[src/pkg/rx_payload_map.vh]
// register map, field positions and constants of the receive payload stage
`ifndef RX_PAYLOAD_MAP_VH
`define RX_PAYLOAD_MAP_VH
`define RP_OFF_CFG    8'h00
`define RP_OFF_TEST   8'h04
`define RP_OFF_ACC    8'h08
`define RP_OFF_DATA   8'h0C
`define RP_OFF_STAT   8'h10
`define RP_CFG_RST    9'h000
`define RP_TEST_RST   7'h00
`define RP_CFG_EN     0
`define RP_CFG_FORCE  1
`define RP_CFG_LEVEL  2
`define RP_CFG_POS    3
`define RP_CFG_SNAP   4
`define RP_CFG_GSTRK  5
`define RP_CFG_GSUB   6
`define RP_TST_EN     0
`define RP_TST_DIR    1
`define RP_TST_MODE   2
`define RP_TST_E1     4
`define RP_TST_FMT    5
`define RP_ACC_RNW    7
`define RP_FMT_SF     2'h0
`define RP_FMT_ESF    2'h1
`define RP_FMT_SLC    2'h2
`define RP_FMT_DM     2'h3
`define RP_MODE_UNF   2'h0
`define RP_MODE_8B    2'h1
`define RP_MODE_7B    2'h2
`define RP_SUB_NONE   3'h0
`define RP_SUB_TRK    3'h1
`define RP_SUB_ALAW   3'h2
`define RP_SUB_ULAW   3'h3
`define RP_IA_CTRL    7'h00
`define RP_IA_DTRK    7'h20
`define RP_IA_STRK    7'h40
`define RP_ACC_CYC    2'h2
`define RP_ALAW       64'h34212134B4A1A1B4
`define RP_ULAW       64'h1E0B0B1E9E8B8B9E
`endif

[src/logic/receive_payload_control.v]
// receive payload conditioning stage with fifo and axi4-lite register slave
//
// The address map and the AXI4-Lite register port were decided locally.
`timescale 1ns/100ps
`include "rx_payload_map.vh"

////////////////////////////////////////////////////////////////////////////////
module payload_fifo #(
	parameter WIDTH = 12,
	parameter DEPTH = 8,
	parameter AW    = 3
)(
	input  wire             aclk,
	input  wire             aresetn,
	input  wire             in_valid,
	output wire             in_ready,
	input  wire [WIDTH-1:0] in_data,
	output wire             out_valid,
	input  wire             out_ready,
	output wire [WIDTH-1:0] out_data
);
	reg  [WIDTH-1:0] mem [0:DEPTH-1];
	reg  [AW:0]      wr_q;
	reg  [AW:0]      rd_q;
	wire             full;
	wire             empty;

	// pointers carry one extra wrap bit
	assign full      = (wr_q[AW] != rd_q[AW]) && (wr_q[AW-1:0] == rd_q[AW-1:0]);
	assign empty     = (wr_q == rd_q);
	assign in_ready  = ~full;
	assign out_valid = ~empty;
	assign out_data  = mem[rd_q[AW-1:0]];

	// storage and pointer update
	always @(posedge aclk)
	begin
		if (in_valid && !full)
			mem[wr_q[AW-1:0]] <= in_data;
		if (!aresetn)
		begin
			wr_q <= {(AW+1){1'b0}};
			rd_q <= {(AW+1){1'b0}};
		end
		else
		begin
			if (in_valid && !full)
				wr_q <= wr_q + 1'b1;
			if (out_ready && !empty)
				rd_q <= rd_q + 1'b1;
		end
	end
endmodule

////////////////////////////////////////////////////////////////////////////////
module receive_payload_control #(
	parameter FIFO_DEPTH = 8
)(
	input  wire        aclk,
	input  wire        aresetn,
	input  wire [7:0]  awaddr,
	input  wire        awvalid,
	output wire        awready,
	input  wire [31:0] wdata,
	input  wire [3:0]  wstrb,
	input  wire        wvalid,
	output wire        wready,
	output reg  [1:0]  bresp,
	output reg         bvalid,
	input  wire        bready,
	input  wire [7:0]  araddr,
	input  wire        arvalid,
	output wire        arready,
	output reg  [31:0] rdata,
	output reg  [1:0]  rresp,
	output reg         rvalid,
	input  wire        rready,
	input  wire        rx_link_clk,
	input  wire        rx_serial_data_in,
	input  wire        rx_signaling_in,
	input  wire        rx_frame_pulse,
	input  wire        rx_multiframe_start,
	input  wire        prbs_pattern_bit,
	output reg         rx_serial_data_out,
	output reg         rx_signaling_out,
	output reg         prbs_extract_bit,
	output reg         prbs_extract_valid
);
	reg  [8:0]  cfg_q;
	reg  [6:0]  test_q;
	reg  [6:0]  acc_addr_q;
	reg         acc_rnw_q;
	reg  [7:0]  acc_data_q;
	reg         busy_q;
	reg  [1:0]  busy_cnt_q;
	reg         ovf_q;
	reg  [7:0]  ind_mem [0:127];
	reg  [3:0]  snap_mem [0:31];
	reg         aw_hold_q;
	reg         w_hold_q;
	reg  [7:0]  aw_addr_q;
	reg  [31:0] w_data_q;
	reg  [3:0]  w_strb_q;
	wire [5:0]  s2_q;
	reg  [2:0]  sig_in_sh_q;
	wire [63:0] alaw_w;
	wire [63:0] ulaw_w;
	wire [31:0] wmask;
	reg         clk_d_q;
	reg  [2:0]  bit_q;
	reg  [4:0]  slot_q;
	reg  [2:0]  mw_idx_q;
	reg         first_fr_q;
	reg  [6:0]  in_sh_q;
	reg  [6:0]  prbs_sh_q;
	reg  [6:0]  mask_sh_q;
	reg         push_q;
	reg  [11:0] push_data_q;
	reg  [7:0]  out_sh_q;
	reg  [7:0]  sig_sh_q;
	reg  [2:0]  out_cnt_q;
	reg         out_act_q;
	reg  [7:0]  data_d;
	reg  [3:0]  sig_d;
	reg  [7:0]  inv_m;
	reg  [3:0]  sig_s;
	wire        en;
	wire        t1;
	wire [1:0]  fmt;
	wire        rise;
	wire        fall;
	wire        fp;
	wire [2:0]  cur_bit;
	wire [4:0]  cur_slot;
	wire [7:0]  ctrl;
	wire [7:0]  dtrk;
	wire [7:0]  strk;
	wire [2:0]  sub;
	wire        tap_bit;
	wire        do_write;
	wire        fifo_ready;
	wire        fifo_valid;
	wire [11:0] fifo_data;
	wire        pop;
	wire [7:0]  byte_w;
	wire [3:0]  sig_in;

	// indirect address of a slot inside a window; t1 channels start at 1
	function [6:0] slot_addr;
		input [6:0] base;
		input [4:0] slot;
		input       is_t1;
		begin
			slot_addr = base + {2'b00, slot} + {6'h00, is_t1};
		end
	endfunction

	// bit mask of the byte lanes enabled by a write strobe
	function [31:0] strb_mask;
		input [3:0] s;
		begin
			strb_mask = {{8{s[3]}}, {8{s[2]}}, {8{s[1]}}, {8{s[0]}}};
		end
	endfunction

	////////////////////////////////////////////////////////////////////////
	// axi4-lite write channel: address and data taken in either order
	assign awready  = ~aw_hold_q & ~bvalid;
	assign wready   = ~w_hold_q & ~bvalid;
	assign do_write = aw_hold_q & w_hold_q & ~bvalid;
	assign arready  = ~rvalid;
	assign wmask    = strb_mask(w_strb_q);

	always @(posedge aclk)
	begin
		if (!aresetn)
		begin
			aw_hold_q <= 1'b0;
			w_hold_q  <= 1'b0;
			aw_addr_q <= 8'h00;
			w_data_q  <= 32'h00000000;
			w_strb_q  <= 4'h0;
			bvalid    <= 1'b0;
			bresp     <= 2'h0;
		end
		else
		begin
			if (awvalid && awready)
			begin
				aw_hold_q <= 1'b1;
				aw_addr_q <= awaddr;
			end
			if (wvalid && wready)
			begin
				w_hold_q <= 1'b1;
				w_data_q <= wdata;
				w_strb_q <= wstrb;
			end
			if (do_write)
			begin
				aw_hold_q <= 1'b0;
				w_hold_q  <= 1'b0;
				bvalid    <= 1'b1;
				if (aw_addr_q == `RP_OFF_CFG || aw_addr_q == `RP_OFF_TEST ||
					aw_addr_q == `RP_OFF_ACC || aw_addr_q == `RP_OFF_DATA ||
					aw_addr_q == `RP_OFF_STAT)
					bresp <= 2'h0;
				else
					bresp <= 2'h2;
			end
			else if (bvalid && bready)
				bvalid <= 1'b0;
		end
	end

	// register file, indirect access engine and overflow flag
	always @(posedge aclk)
	begin
		if (busy_q && busy_cnt_q == 2'h0 && !acc_rnw_q)
			ind_mem[acc_addr_q] <= acc_data_q;
		if (!aresetn)
		begin
			cfg_q      <= `RP_CFG_RST;
			test_q     <= `RP_TEST_RST;
			acc_addr_q <= 7'h00;
			acc_rnw_q  <= 1'b0;
			acc_data_q <= 8'h00;
			busy_q     <= 1'b0;
			busy_cnt_q <= 2'h0;
			ovf_q      <= 1'b0;
		end
		else
		begin
			if (do_write)
			begin
				if (aw_addr_q == `RP_OFF_CFG)
					cfg_q <= (cfg_q & ~wmask[8:0]) | (w_data_q[8:0] & wmask[8:0]);
				else if (aw_addr_q == `RP_OFF_TEST && w_strb_q[0])
					test_q <= w_data_q[6:0];
				else if (aw_addr_q == `RP_OFF_ACC && w_strb_q[0] && !busy_q)
				begin
					acc_addr_q <= w_data_q[6:0];
					acc_rnw_q  <= w_data_q[`RP_ACC_RNW];
					busy_q     <= 1'b1;
					busy_cnt_q <= `RP_ACC_CYC;
				end
				else if (aw_addr_q == `RP_OFF_DATA && w_strb_q[0] && !busy_q)
					acc_data_q <= w_data_q[7:0];
			end
			if (busy_q)
			begin
				if (busy_cnt_q == 2'h0)
				begin
					busy_q <= 1'b0;
					if (acc_rnw_q)
						acc_data_q <= ind_mem[acc_addr_q];
				end
				else
					busy_cnt_q <= busy_cnt_q - 2'h1;
			end
			// a drop in the same cycle as the clear keeps the flag set
			if (push_q && !fifo_ready)
				ovf_q <= 1'b1;
			else if (do_write && aw_addr_q == `RP_OFF_STAT && w_strb_q[0] && w_data_q[1])
				ovf_q <= 1'b0;
		end
	end

	// axi4-lite read channel
	always @(posedge aclk)
	begin
		if (!aresetn)
		begin
			rvalid <= 1'b0;
			rdata  <= 32'h00000000;
			rresp  <= 2'h0;
		end
		else if (arvalid && arready)
		begin
			rvalid <= 1'b1;
			rresp  <= 2'h0;
			if (araddr == `RP_OFF_CFG)
				rdata <= {23'h000000, cfg_q};
			else if (araddr == `RP_OFF_TEST)
				rdata <= {25'h0000000, test_q};
			else if (araddr == `RP_OFF_ACC)
				rdata <= {24'h000000, acc_rnw_q, acc_addr_q};
			else if (araddr == `RP_OFF_DATA)
				rdata <= {24'h000000, acc_data_q};
			else if (araddr == `RP_OFF_STAT)
				rdata <= {30'h00000000, ovf_q, busy_q};
			else
			begin
				rdata <= 32'h00000000;
				rresp <= 2'h2;
			end
		end
		else if (rvalid && rready)
			rvalid <= 1'b0;
	end

	////////////////////////////////////////////////////////////////////////
	// two-flop synchronisers for the link pins
	genvar gi;
	generate
		for (gi = 0; gi < 6; gi = gi + 1)
		begin : g_sync
			wire raw;
			reg  meta_q;
			reg  sync_q;
			assign raw = (gi == 0) ? rx_link_clk : (gi == 1) ? rx_serial_data_in :
				(gi == 2) ? rx_signaling_in : (gi == 3) ? rx_frame_pulse :
				(gi == 4) ? rx_multiframe_start : prbs_pattern_bit;
			// each bit has its own flops so every register has one driver
			assign s2_q[gi] = sync_q;
			always @(posedge aclk)
			begin
				if (!aresetn)
				begin
					meta_q <= 1'b0;
					sync_q <= 1'b0;
				end
				else
				begin
					meta_q <= raw;
					sync_q <= meta_q;
				end
			end
		end
	endgenerate

	assign en       = cfg_q[`RP_CFG_EN];
	assign t1       = ~test_q[`RP_TST_E1];
	assign fmt      = test_q[`RP_TST_FMT+1:`RP_TST_FMT];
	assign rise     = s2_q[0] & ~clk_d_q;
	assign fall     = ~s2_q[0] & clk_d_q;
	assign fp       = s2_q[3];
	assign cur_bit  = fp ? 3'h0 : bit_q;
	assign cur_slot = fp ? 5'h00 : slot_q;
	assign ctrl     = ind_mem[slot_addr(`RP_IA_CTRL, cur_slot, t1)];
	assign dtrk     = ind_mem[slot_addr(`RP_IA_DTRK, cur_slot, t1)];
	assign strk     = ind_mem[slot_addr(`RP_IA_STRK, cur_slot, t1)];
	assign byte_w   = {in_sh_q, s2_q[1]};
	assign sig_in   = {sig_in_sh_q, s2_q[2]};
	assign alaw_w   = `RP_ALAW >> {~mw_idx_q, 3'h0};
	assign ulaw_w   = `RP_ULAW >> {~mw_idx_q, 3'h0};
	assign sub      = (cfg_q[8:6] != `RP_SUB_NONE) ? cfg_q[8:6] : ctrl[2:0];

	// unframed takes every bit, framed modes only bits of test slots
	assign tap_bit  = (test_q[3:2] == `RP_MODE_UNF) |
		(ctrl[6] & ((test_q[3:2] == `RP_MODE_8B) |
		((test_q[3:2] == `RP_MODE_7B) & (cur_bit != 3'h7))));

	// byte processing in the documented order
	always @*
	begin
		data_d = byte_w;
		if (sub == `RP_SUB_TRK)
			data_d = dtrk;
		else if (sub == `RP_SUB_ALAW)
			data_d = alaw_w[7:0];
		else if (sub == `RP_SUB_ULAW)
			data_d = ulaw_w[7:0];
		inv_m = {ctrl[3] | ctrl[5], ctrl[4], ctrl[5], ctrl[4],
			ctrl[5], ctrl[4], ctrl[5], ctrl[4]};
		data_d = data_d ^ inv_m;
		if (test_q[`RP_TST_EN] && test_q[`RP_TST_DIR])
			data_d = (data_d & ~{mask_sh_q, tap_bit}) |
				({prbs_sh_q, s2_q[5]} & {mask_sh_q, tap_bit});
		sig_s = (cfg_q[`RP_CFG_SNAP] && !first_fr_q && !(t1 && fmt == `RP_FMT_DM)) ?
			snap_mem[cur_slot] : sig_in;
		sig_d = sig_s;
		if (t1 && (fmt == `RP_FMT_ESF || fmt == `RP_FMT_SLC) && !cfg_q[`RP_CFG_POS])
			sig_d = {sig_s[3:2], 2'b00};
		if (cfg_q[`RP_CFG_GSTRK] || strk[4])
			sig_d = strk[3:0];
		if (cfg_q[`RP_CFG_FORCE] && t1 && fmt != `RP_FMT_DM)
			sig_d = {4{cfg_q[`RP_CFG_LEVEL]}};
		if (!en)
		begin
			data_d = byte_w;
			sig_d  = sig_in;
		end
	end

	// link input side: bit and slot counting, tap and byte assembly
	always @(posedge aclk)
	begin
		if (rise && first_fr_q && bit_q == 3'h7)
			snap_mem[cur_slot] <= sig_in;
		if (!aresetn)
		begin
			clk_d_q            <= 1'b0;
			bit_q              <= 3'h0;
			slot_q             <= 5'h00;
			mw_idx_q           <= 3'h0;
			first_fr_q         <= 1'b0;
			in_sh_q            <= 7'h00;
			sig_in_sh_q        <= 3'h0;
			prbs_sh_q          <= 7'h00;
			mask_sh_q          <= 7'h00;
			push_q             <= 1'b0;
			push_data_q        <= 12'h000;
			prbs_extract_bit   <= 1'b0;
			prbs_extract_valid <= 1'b0;
		end
		else
		begin
			clk_d_q            <= s2_q[0];
			push_q             <= 1'b0;
			prbs_extract_valid <= 1'b0;
			if (rise)
			begin
				in_sh_q   <= {in_sh_q[5:0], s2_q[1]};
				sig_in_sh_q <= {sig_in_sh_q[1:0], s2_q[2]};
				prbs_sh_q <= {prbs_sh_q[5:0], s2_q[5]};
				mask_sh_q <= {mask_sh_q[5:0], tap_bit};
				if (fp)
				begin
					mw_idx_q   <= mw_idx_q + 3'h1;
					first_fr_q <= s2_q[4];
				end
				// prbs tap sees the raw received bit ahead of any change
				if (en && test_q[`RP_TST_EN] && !test_q[`RP_TST_DIR] && tap_bit)
				begin
					prbs_extract_bit   <= s2_q[1];
					prbs_extract_valid <= 1'b1;
				end
				bit_q <= cur_bit + 3'h1;
				if (cur_bit == 3'h7)
				begin
					slot_q      <= cur_slot + 5'h01;
					push_q      <= 1'b1;
					push_data_q <= {sig_d, data_d};
				end
				else
					slot_q <= cur_slot;
			end
		end
	end

	////////////////////////////////////////////////////////////////////////
	payload_fifo #(
		.WIDTH (12),
		.DEPTH (FIFO_DEPTH),
		.AW    (3)
	) u_fifo (
		.aclk      (aclk),
		.aresetn   (aresetn),
		.in_valid  (push_q),
		.in_ready  (fifo_ready),
		.in_data   (push_data_q),
		.out_valid (fifo_valid),
		.out_ready (pop),
		.out_data  (fifo_data)
	);

	// output side loads a byte at a byte boundary on a falling link edge
	assign pop = fall & ((out_cnt_q == 3'h7) | ~out_act_q) & fifo_valid;

	always @(posedge aclk)
	begin
		if (!aresetn)
		begin
			out_sh_q           <= 8'hFF;
			sig_sh_q           <= 8'hFF;
			out_cnt_q          <= 3'h0;
			out_act_q          <= 1'b0;
			rx_serial_data_out <= 1'b1;
			rx_signaling_out   <= 1'b1;
		end
		else if (fall)
		begin
			if (pop)
			begin
				rx_serial_data_out <= fifo_data[7];
				rx_signaling_out   <= 1'b0;
				out_sh_q           <= {fifo_data[6:0], 1'b1};
				sig_sh_q           <= {3'h0, fifo_data[11:8], 1'b1};
				out_cnt_q          <= 3'h0;
				out_act_q          <= 1'b1;
			end
			else if (out_act_q && out_cnt_q != 3'h7)
			begin
				rx_serial_data_out <= out_sh_q[7];
				rx_signaling_out   <= sig_sh_q[7];
				out_sh_q           <= {out_sh_q[6:0], 1'b1};
				sig_sh_q           <= {sig_sh_q[6:0], 1'b1};
				out_cnt_q          <= out_cnt_q + 3'h1;
			end
			else
			begin
				out_act_q          <= 1'b0;
				rx_serial_data_out <= 1'b1;
				rx_signaling_out   <= 1'b1;
			end
		end
	end
endmodule

[config.mk]
export PLATFORM = sky130hd
export DESIGN_NAME = receive_payload_control
export DESIGN_NICKNAME = d
export VERILOG_FILES = /design/src/logic/receive_payload_control.v
export VERILOG_INCLUDE_DIRS = /design/src /design/src/pkg
export SDC_FILE = /design/constraint.sdc
export NUM_CORES = 2
export LEC_CHECK = 0
export BUFFER_PORTS_ARGS = -buffer_cell sky130_fd_sc_hd__buf_4
export CAP_MARGIN = 0
export CORE_ASPECT_RATIO = 1.1
export CORE_UTILIZATION = 60
export DETAILED_ROUTE_END_ITERATION = 12
export MAX_ROUTING_LAYER = met4
export PLACE_DENSITY = 0.78
export SETUP_SLACK_MARGIN = 0.15
export SLEW_MARGIN = 20
export SYNTH_ARGS = -nofsm -noshare
export SYNTH_HDL_FRONTEND = slang
export SYNTH_HIERARCHICAL = 1
export SYNTH_SLANG_ARGS = --single-unit
[constraint.sdc]
create_clock -name aclk -period 4.2 [get_ports aclk]
set_input_delay 0 -clock aclk [delete_from_list [all_inputs] [get_ports aclk]]
set_output_delay 0 -clock aclk [all_outputs]
set_load 0.02 [all_outputs]
Word-level counts from Yosys, hierarchy flattened

Memory sizes are Yosys's and may differ from the RTL's. A register that Yosys moved wholly into a read port is not among the register bits.
Cells that the tools add are included.

Flip-flop bits (word level): 189
Memory bits (writable): 1248
Input port bits: 65
Output and inout port bits: 45
Logic and storage cells: 271
Memories kept: 3

Memories:

| memory     | words | bits a word | rd ports | clocked after Yosys merged registers in | wr ports | RTL line                     | text |
|---|---|---|---|---|---|---|---|
| ind_mem    | 128   | 8           | 4        | 1                                       | 1        | receive_payload_control.v:97 | `reg [7:0] ind_mem [0:127];` |
| snap_mem   | 32    | 4           | 1        | 0                                       | 1        | receive_payload_control.v:98 | `reg [3:0] snap_mem [0:31];` |
| u_fifo.mem | 8     | 12          | 1        | 1                                       | 1        | receive_payload_control.v:22 | `reg [WIDTH-1:0] mem [0:DEPTH-1];` |

Add/sub/neg operators: 12
Equality and inequality tests: 26
Shift-type cells: 2
Multiplexer cells: 75
Bitwise logic cells: 36
Reductions and logical operators: 66

Operators by type and width:

| operator               | number |
|---|---|
| $mux W8                | 20 |
| $shr A62 B6 Y8 const A | 1 |
| $shr A61 B6 Y8 const A | 1 |
| $logic_and A1 B1 Y1    | 33 |
| $eq A8 B4 Y1 const B   | 4 |
| $mux W2                | 14 |
| $mux W1                | 26 |
| $and A9 B9 Y9          | 2 |
| $mux W3                | 6 |
| $and A8 B8 Y8          | 2 |
| $eq A8 B3 Y1 const B   | 2 |
| $eq A8 B5 Y1 const B   | 2 |
| $logic_not A8 Y1       | 2 |
| $mux W4                | 4 |
| $add A7 B1 Y7          | 2 |
| $mux W7                | 2 |
| $reduce_and A2 Y1      | 7 |
| $not A1 Y1             | 12 |
| $and A1 B1 Y1          | 10 |
| $mux W5                | 2 |
| $add A3 B1 Y3 const B  | 3 |
| $eq A3 B3 Y1 const B   | 3 |
| $mux W9                | 1 |
| $not A9 Y9             | 1 |
| other kinds (30)       | 55 |

Logic depth before layout (Yosys ltp)

An unclocked memory read counts as a cell.

Depth after elaboration: 13
Gate-level depth with buffers: 17
Depth with buffers taken out: 11

Hierarchy

Netlist, hierarchy kept.

By module, submodules not included:

| module                  | times used | cells an instance | area an instance (µm²) |
|---|---|---|---|
| receive_payload_control | 1          | 3839              | 59846.1 |
| payload_fifo            | 1          | 223               | 4488.1 |

Least setup slack after synthesis

No wires, ideal clock.

Path type: flip-flop to flip-flop
Start: register (tool-made name)
End: register acc_data_q[0]
Arrival: 3.292 ns
Slack: 0.770 ns
Stages on the path, launching flop included: 10
Clock period less this slack: 3.430 ns
Cells stage by stage: dfxtp_1 clkbuf_1 clkbuf_1 buf_2 buf_1 mux4_2 mux4_2 mux4_2 a211oi_1 a211oi_1

RTL lines:

| item                   | RTL line                      | text |
|---|---|---|
| end signal: assignment | receive_payload_control.v:248 | `acc_data_q <= w_data_q[7:0];` |
| end signal: assignment | receive_payload_control.v:256 | `acc_data_q <= ind_mem[acc_addr_q];` |
| end: declaration       | receive_payload_control.v:93  | `reg [7:0] acc_data_q;` |

Worst setup path after layout

Start: register g_sync[3].sync_q (netlist: fp)
End: register push_data_q[8]

Word-level cells in the longest chain between the ends: 8
Elaborated cells between the ends (all ways): 14
Those cells by class: add/sub (2); eq/ne (1); mux (7); reduce/logical (2); memory (2)

RTL lines:

| item                     | RTL line                      | text |
|---|---|---|
| start: declaration       | receive_payload_control.v:310 | `reg sync_q;` |
| start signal: assignment | receive_payload_control.v:326 | `sync_q <= meta_q;` |
| $mux W5                  | receive_payload_control.v:339 | `assign cur_slot = fp ? 5'h00 : slot_q;` |
| $add A7 B5 Y7            | receive_payload_control.v:154 | `slot_addr = base + {2'b00, slot} + {6'h00, is_t1};` |
| $add A7 B1 Y7            | receive_payload_control.v:154 |  |
| $mem_v2 Z128 W8          | -                             |  |
| $logic_or A1 B1 Y1       | receive_payload_control.v:375 | `` if (cfg_q[`RP_CFG_GSTRK] \|\| strk[4]) `` |
| $mux W4                  | receive_payload_control.v:375 |  |
| $mux W4                  | receive_payload_control.v:377 | `` if (cfg_q[`RP_CFG_FORCE] && t1 && fmt != `RP_FMT_DM) `` |
| $mux W4                  | receive_payload_control.v:379 | `if (!en)` |
| end signal: assignment   | receive_payload_control.v:434 | `push_data_q <= {sig_d, data_d};` |
| end: declaration         | receive_payload_control.v:118 | `reg [11:0] push_data_q;` |

Parallel ways exist; a longest one is shown, timed or not.
A chain may end at the register's enable or synchronous reset.

==> results.md <==
* Status: completed
* Yosys cell types at 93
* Row cnt at 125
* # Post-CTS Setup Buffers at 0
* Average cell area after synthesis at 15.8 um2
* Critical path origin: fp$_SDFF_PN0_
* Initial Util at 60.8%
* Placeable Area at 106000 um2
* Total gr overflow at 0
* Setup Skew at 0.0273 ns
* F_max at 0.251 GHz
* Worst vdd ir at 0.386 mV
* Setup Viol. Count Final at 0
* H-tree depth at 4
* Global-route wire length before repair at 268000 um
* EDFF count, synth at 1248
* Kind of end point of the critical path: flip-flop
* FF+latch count, synth at 1420
* Worst path arrival time at 4.67 ns
* Full die area at 109000 um2
* Fillcell total at 6582
* CP max stage cell: mux4_1
* Drt pass-1 iters at 7
* Combinational power share at 1.1%
* Final period util at 94.8%
* Int Power at 22.8 mW
* Post-route ant nets at 0
* WHS at 0.0419 ns
* Syn-to-layout area delta at 12.9%
* Synth Instances at 4062
* GRT Overall Usage at 34.9%
* Layout cells sized above 1 at 23.2%
* Port buffer count at 59
* Worst slew pin tran at 1.22 ns
* Post-synth ARST share at 0%
* Clk slew on worst S/H paths at 0.07 ns
* Commonest cells after routing, fill and taps aside: edfxtp_1, mux4_2, nand2_1, nor2_1, buf_4
* Largest net degree at the start of global routing at 100
* Final hold viol count at 0
* Sw Pwr at 5.73 mW
* CTS Root Buffer Type: clkbuf_16
* Post-detail-place hpwl at 115000 um
* Hold Crit Class: in2reg
* DRT iter0 DRCs at 6350
* Die Wd at 314 um
* Worst setup SP type: flip-flop
* Seq pwr share at 53.2%
* Min-delay src: bready
* Area occupied by multi-input gates at 21900 um2
* Leak at 23.9 nW
* MaxCap Viol Count at 0
* WL/cell at 31.5 um
* Relative slew slack at 18.8%
* Sequential area share after synthesis at 63.6%
* Initial antenna violation count at 5
* Worst path required time at 4.88 ns
* Commonest non-fill, non-tap cell in the layout: edfxtp_1
* Reg2reg start: fp$_SDFF_PN0_
* Mapped Area at 64300 um2
* # DRC at 0
* Final Net Count at 4341
* CTS tree: yes
* Clock share of power at 45.7%
* Die Height at 345 um
* RSZ-0062 raised after global routing: false
* Primary FF master, synth: edfxtp_1
* Net Sw Frac at 20.1%
* Drt via density at 7.03
* Detailed Route WL at 182000 um
* Final RePlAce weighted congestion at 1.01
* Yosys warns at 6
* Register area at 41000 um2
* Pwr dens at 393 nW/um2
* Crit Path Max Fanout at 28
* Clock buffer depth at 3
* Final total power at 28.5 mW
* Crit-path cells: buf_4 -> or4b_4 -> o21ai_4 -> buf_12 -> buf_12 -> mux4_1 -> nand2_1 -> a311oi_1 -> nor4_1 -> buf_4 -> or2_1 -> nor3_1 -> a211o_1 -> a21oi_1
* Num CTS Buffers at 144
* Slowest stage delay, CP at 0.59 ns
* CTS sink count at 1420
* Num ports at 110
* Clock latency on the worst-skew pair at 0.77 ns
* Max Slew Vio Count at 0
* Final min period at 3.98 ns
* Vias in the first global route at 40600
* Vias post-DR at 40700
* Setup TNS at 0 ns
* Setup CP Type: reg2reg
-- cell usage after synthesis (8+ instances only) --
cell type | n | share of area (%)
edfxtp_1 | 1248 | 58
mux4_2 | 441 | 15
nand2_1 | 422 | 2.5
nor2_1 | 287 | 1.7
mux2i_1 | 221 | 3.4
dfxtp_1 | 172 | 5.4
nand3_1 | 145 | 1.1
a21oi_1 | 143 | 1.1
clkbuf_1 | 128 | 0.75
buf_2 | 65 | 0.51
o21ai_0 | 61 | 0.47
buf_4 | 51 | 0.60
buf_1 | 45 | 0.26
nand2b_1 | 43 | 0.42
o22ai_1 | 43 | 0.42
a22oi_1 | 35 | 0.41
nor3_1 | 35 | 0.27
a221oi_1 | 34 | 0.46
a211oi_1 | 33 | 0.39
nor2b_1 | 32 | 0.31
mux4_1 | 29 | 1.2
mux2_2 | 25 | 0.44
o211ai_1 | 24 | 0.28
a311oi_1 | 20 | 0.27
and3_1 | 20 | 0.19
and2_1 | 18 | 0.18
inv_1 | 18 | 0.11
nand4_1 | 18 | 0.18
a31oi_1 | 17 | 0.17
buf_6 | 17 | 0.30
xnor2_1 | 11 | 0.15
nor4_1 | 9 | 0.088
ha_1 | 8 | 0.16
nor3b_1 | 8 | 0.093
-- power by group through the flow --
stage	sequential, mW	clock [mW]	combinational, mW
after floorplan	15.5	0	0.174
after global placement	15.5	0	0.237
after global routing	15.2	13.6	0.341
after detailed placement	15.5	0	0.243
final	15.2	13.0	0.320
after CTS	15.2	13.1	0.304
-- layout make-up --
type	count	area share [%]
clock inverters	82	1.14
repair buffers	350	4.34
diodes	5	0.0172
flip-flops and latches	1420	56.4
multi-input cells	2333	30.2
well taps	1397	2.41
clock buffers	185	5.46
inverters	19	0.0999
-- per-stage QoR --
step	worst slack (ns)	area (um2)	cells	util, %
2_1_floorplan	0.770	64400	4086	-
3_3_place_gp	0.161	67100	5448	63.4
3_5_place_dp	0.154	67100	5448	63.4
4_1_cts	0.261	72600	5786	68.6
5_1_grt	0.180	72700	5788	68.6
6_report	0.218	72700	5791	68.6
-- per-layer routing --
metal  share of wire, %  GRT usage (%)  up-vias  routed length (um)
met4                6.2           18.6        0               11400
met2                 48           54.0     3013               88000
li1                   -              -    16600                   -
met1                 34           43.4    20400               62100
met3                 11           7.50      707               20900
met5                  0              -        -                   0
-- flip-flops by register name (all words and copies together) (netlist names), 3 cells and up, named ones only --
signal	cells
acc_addr_q	7
acc_data_q	8
aw_addr_q	8
bit_q	3
g_sync.meta_q	6
g_sync.sync_q	5
in_sh_q	7
ind_mem	1024
mask_sh_q	7
mw_idx_q	3
out_cnt_q	3
out_sh_q	7
prbs_sh_q	7
push_data_q	12
rdata	9
sig_in_sh_q	3
sig_sh_q	7
slot_q	5
snap_mem	128
test_q	7
u_fifo/mem	96
u_fifo/rd_q	4
u_fifo/wr_q	4
w_data_q	9
-- worst max-delay path, delay by kind of cell (launching register included) --
family | cells | cell delay, ns
flip-flops | 1 | 0.35
AND/OR/NAND/NOR | 5 | 1.32
AO/OA/AOI/OAI | 4 | 0.69
multiplexers | 1 | 0.59
buffers and inverters | 4 | 0.92
-- timing repair --
action                                 in CTS  in global routing
hold buffers                               71                  0
endpoints found under the hold margin      83                  0
resized for setup                           1                 11
setup endpoints to repair                   1                  9
-- logic make-up (layout without fill, tap and decap cells) --
group,Yosys count,in the layout,synth area share [%]
and+or+nand+nor,1079,1079,7.57
adders and majority gates,8,8,0.156
xor gates and xnor gates,18,18,0.327
buffers and inverters,333,636,2.74
AOI/OAI and AO/OA,486,486,5.08
other,1,30,0.00583
muxes,717,717,20.5
DFF,1420,1420,63.6
-- final timing paths --
| check | endpoint | cells past startpoint | slack, ns |
|---|---|---|---|
| worst max-delay path | push_data_q[8]$_SDFFE_PN0P_ | 14 | 0.22 |
| worst min-delay path | bvalid$_SDFFE_PN0P_ | 4 | 0.04 |
| worst max register to register | push_data_q[8]$_SDFFE_PN0P_ | 14 | 0.22 |
| worst min register to register | g_sync[0].sync_q$_SDFF_PN0_ | 1 | 0.44 |
No activity file was read; power rests on OpenSTA's default activity.
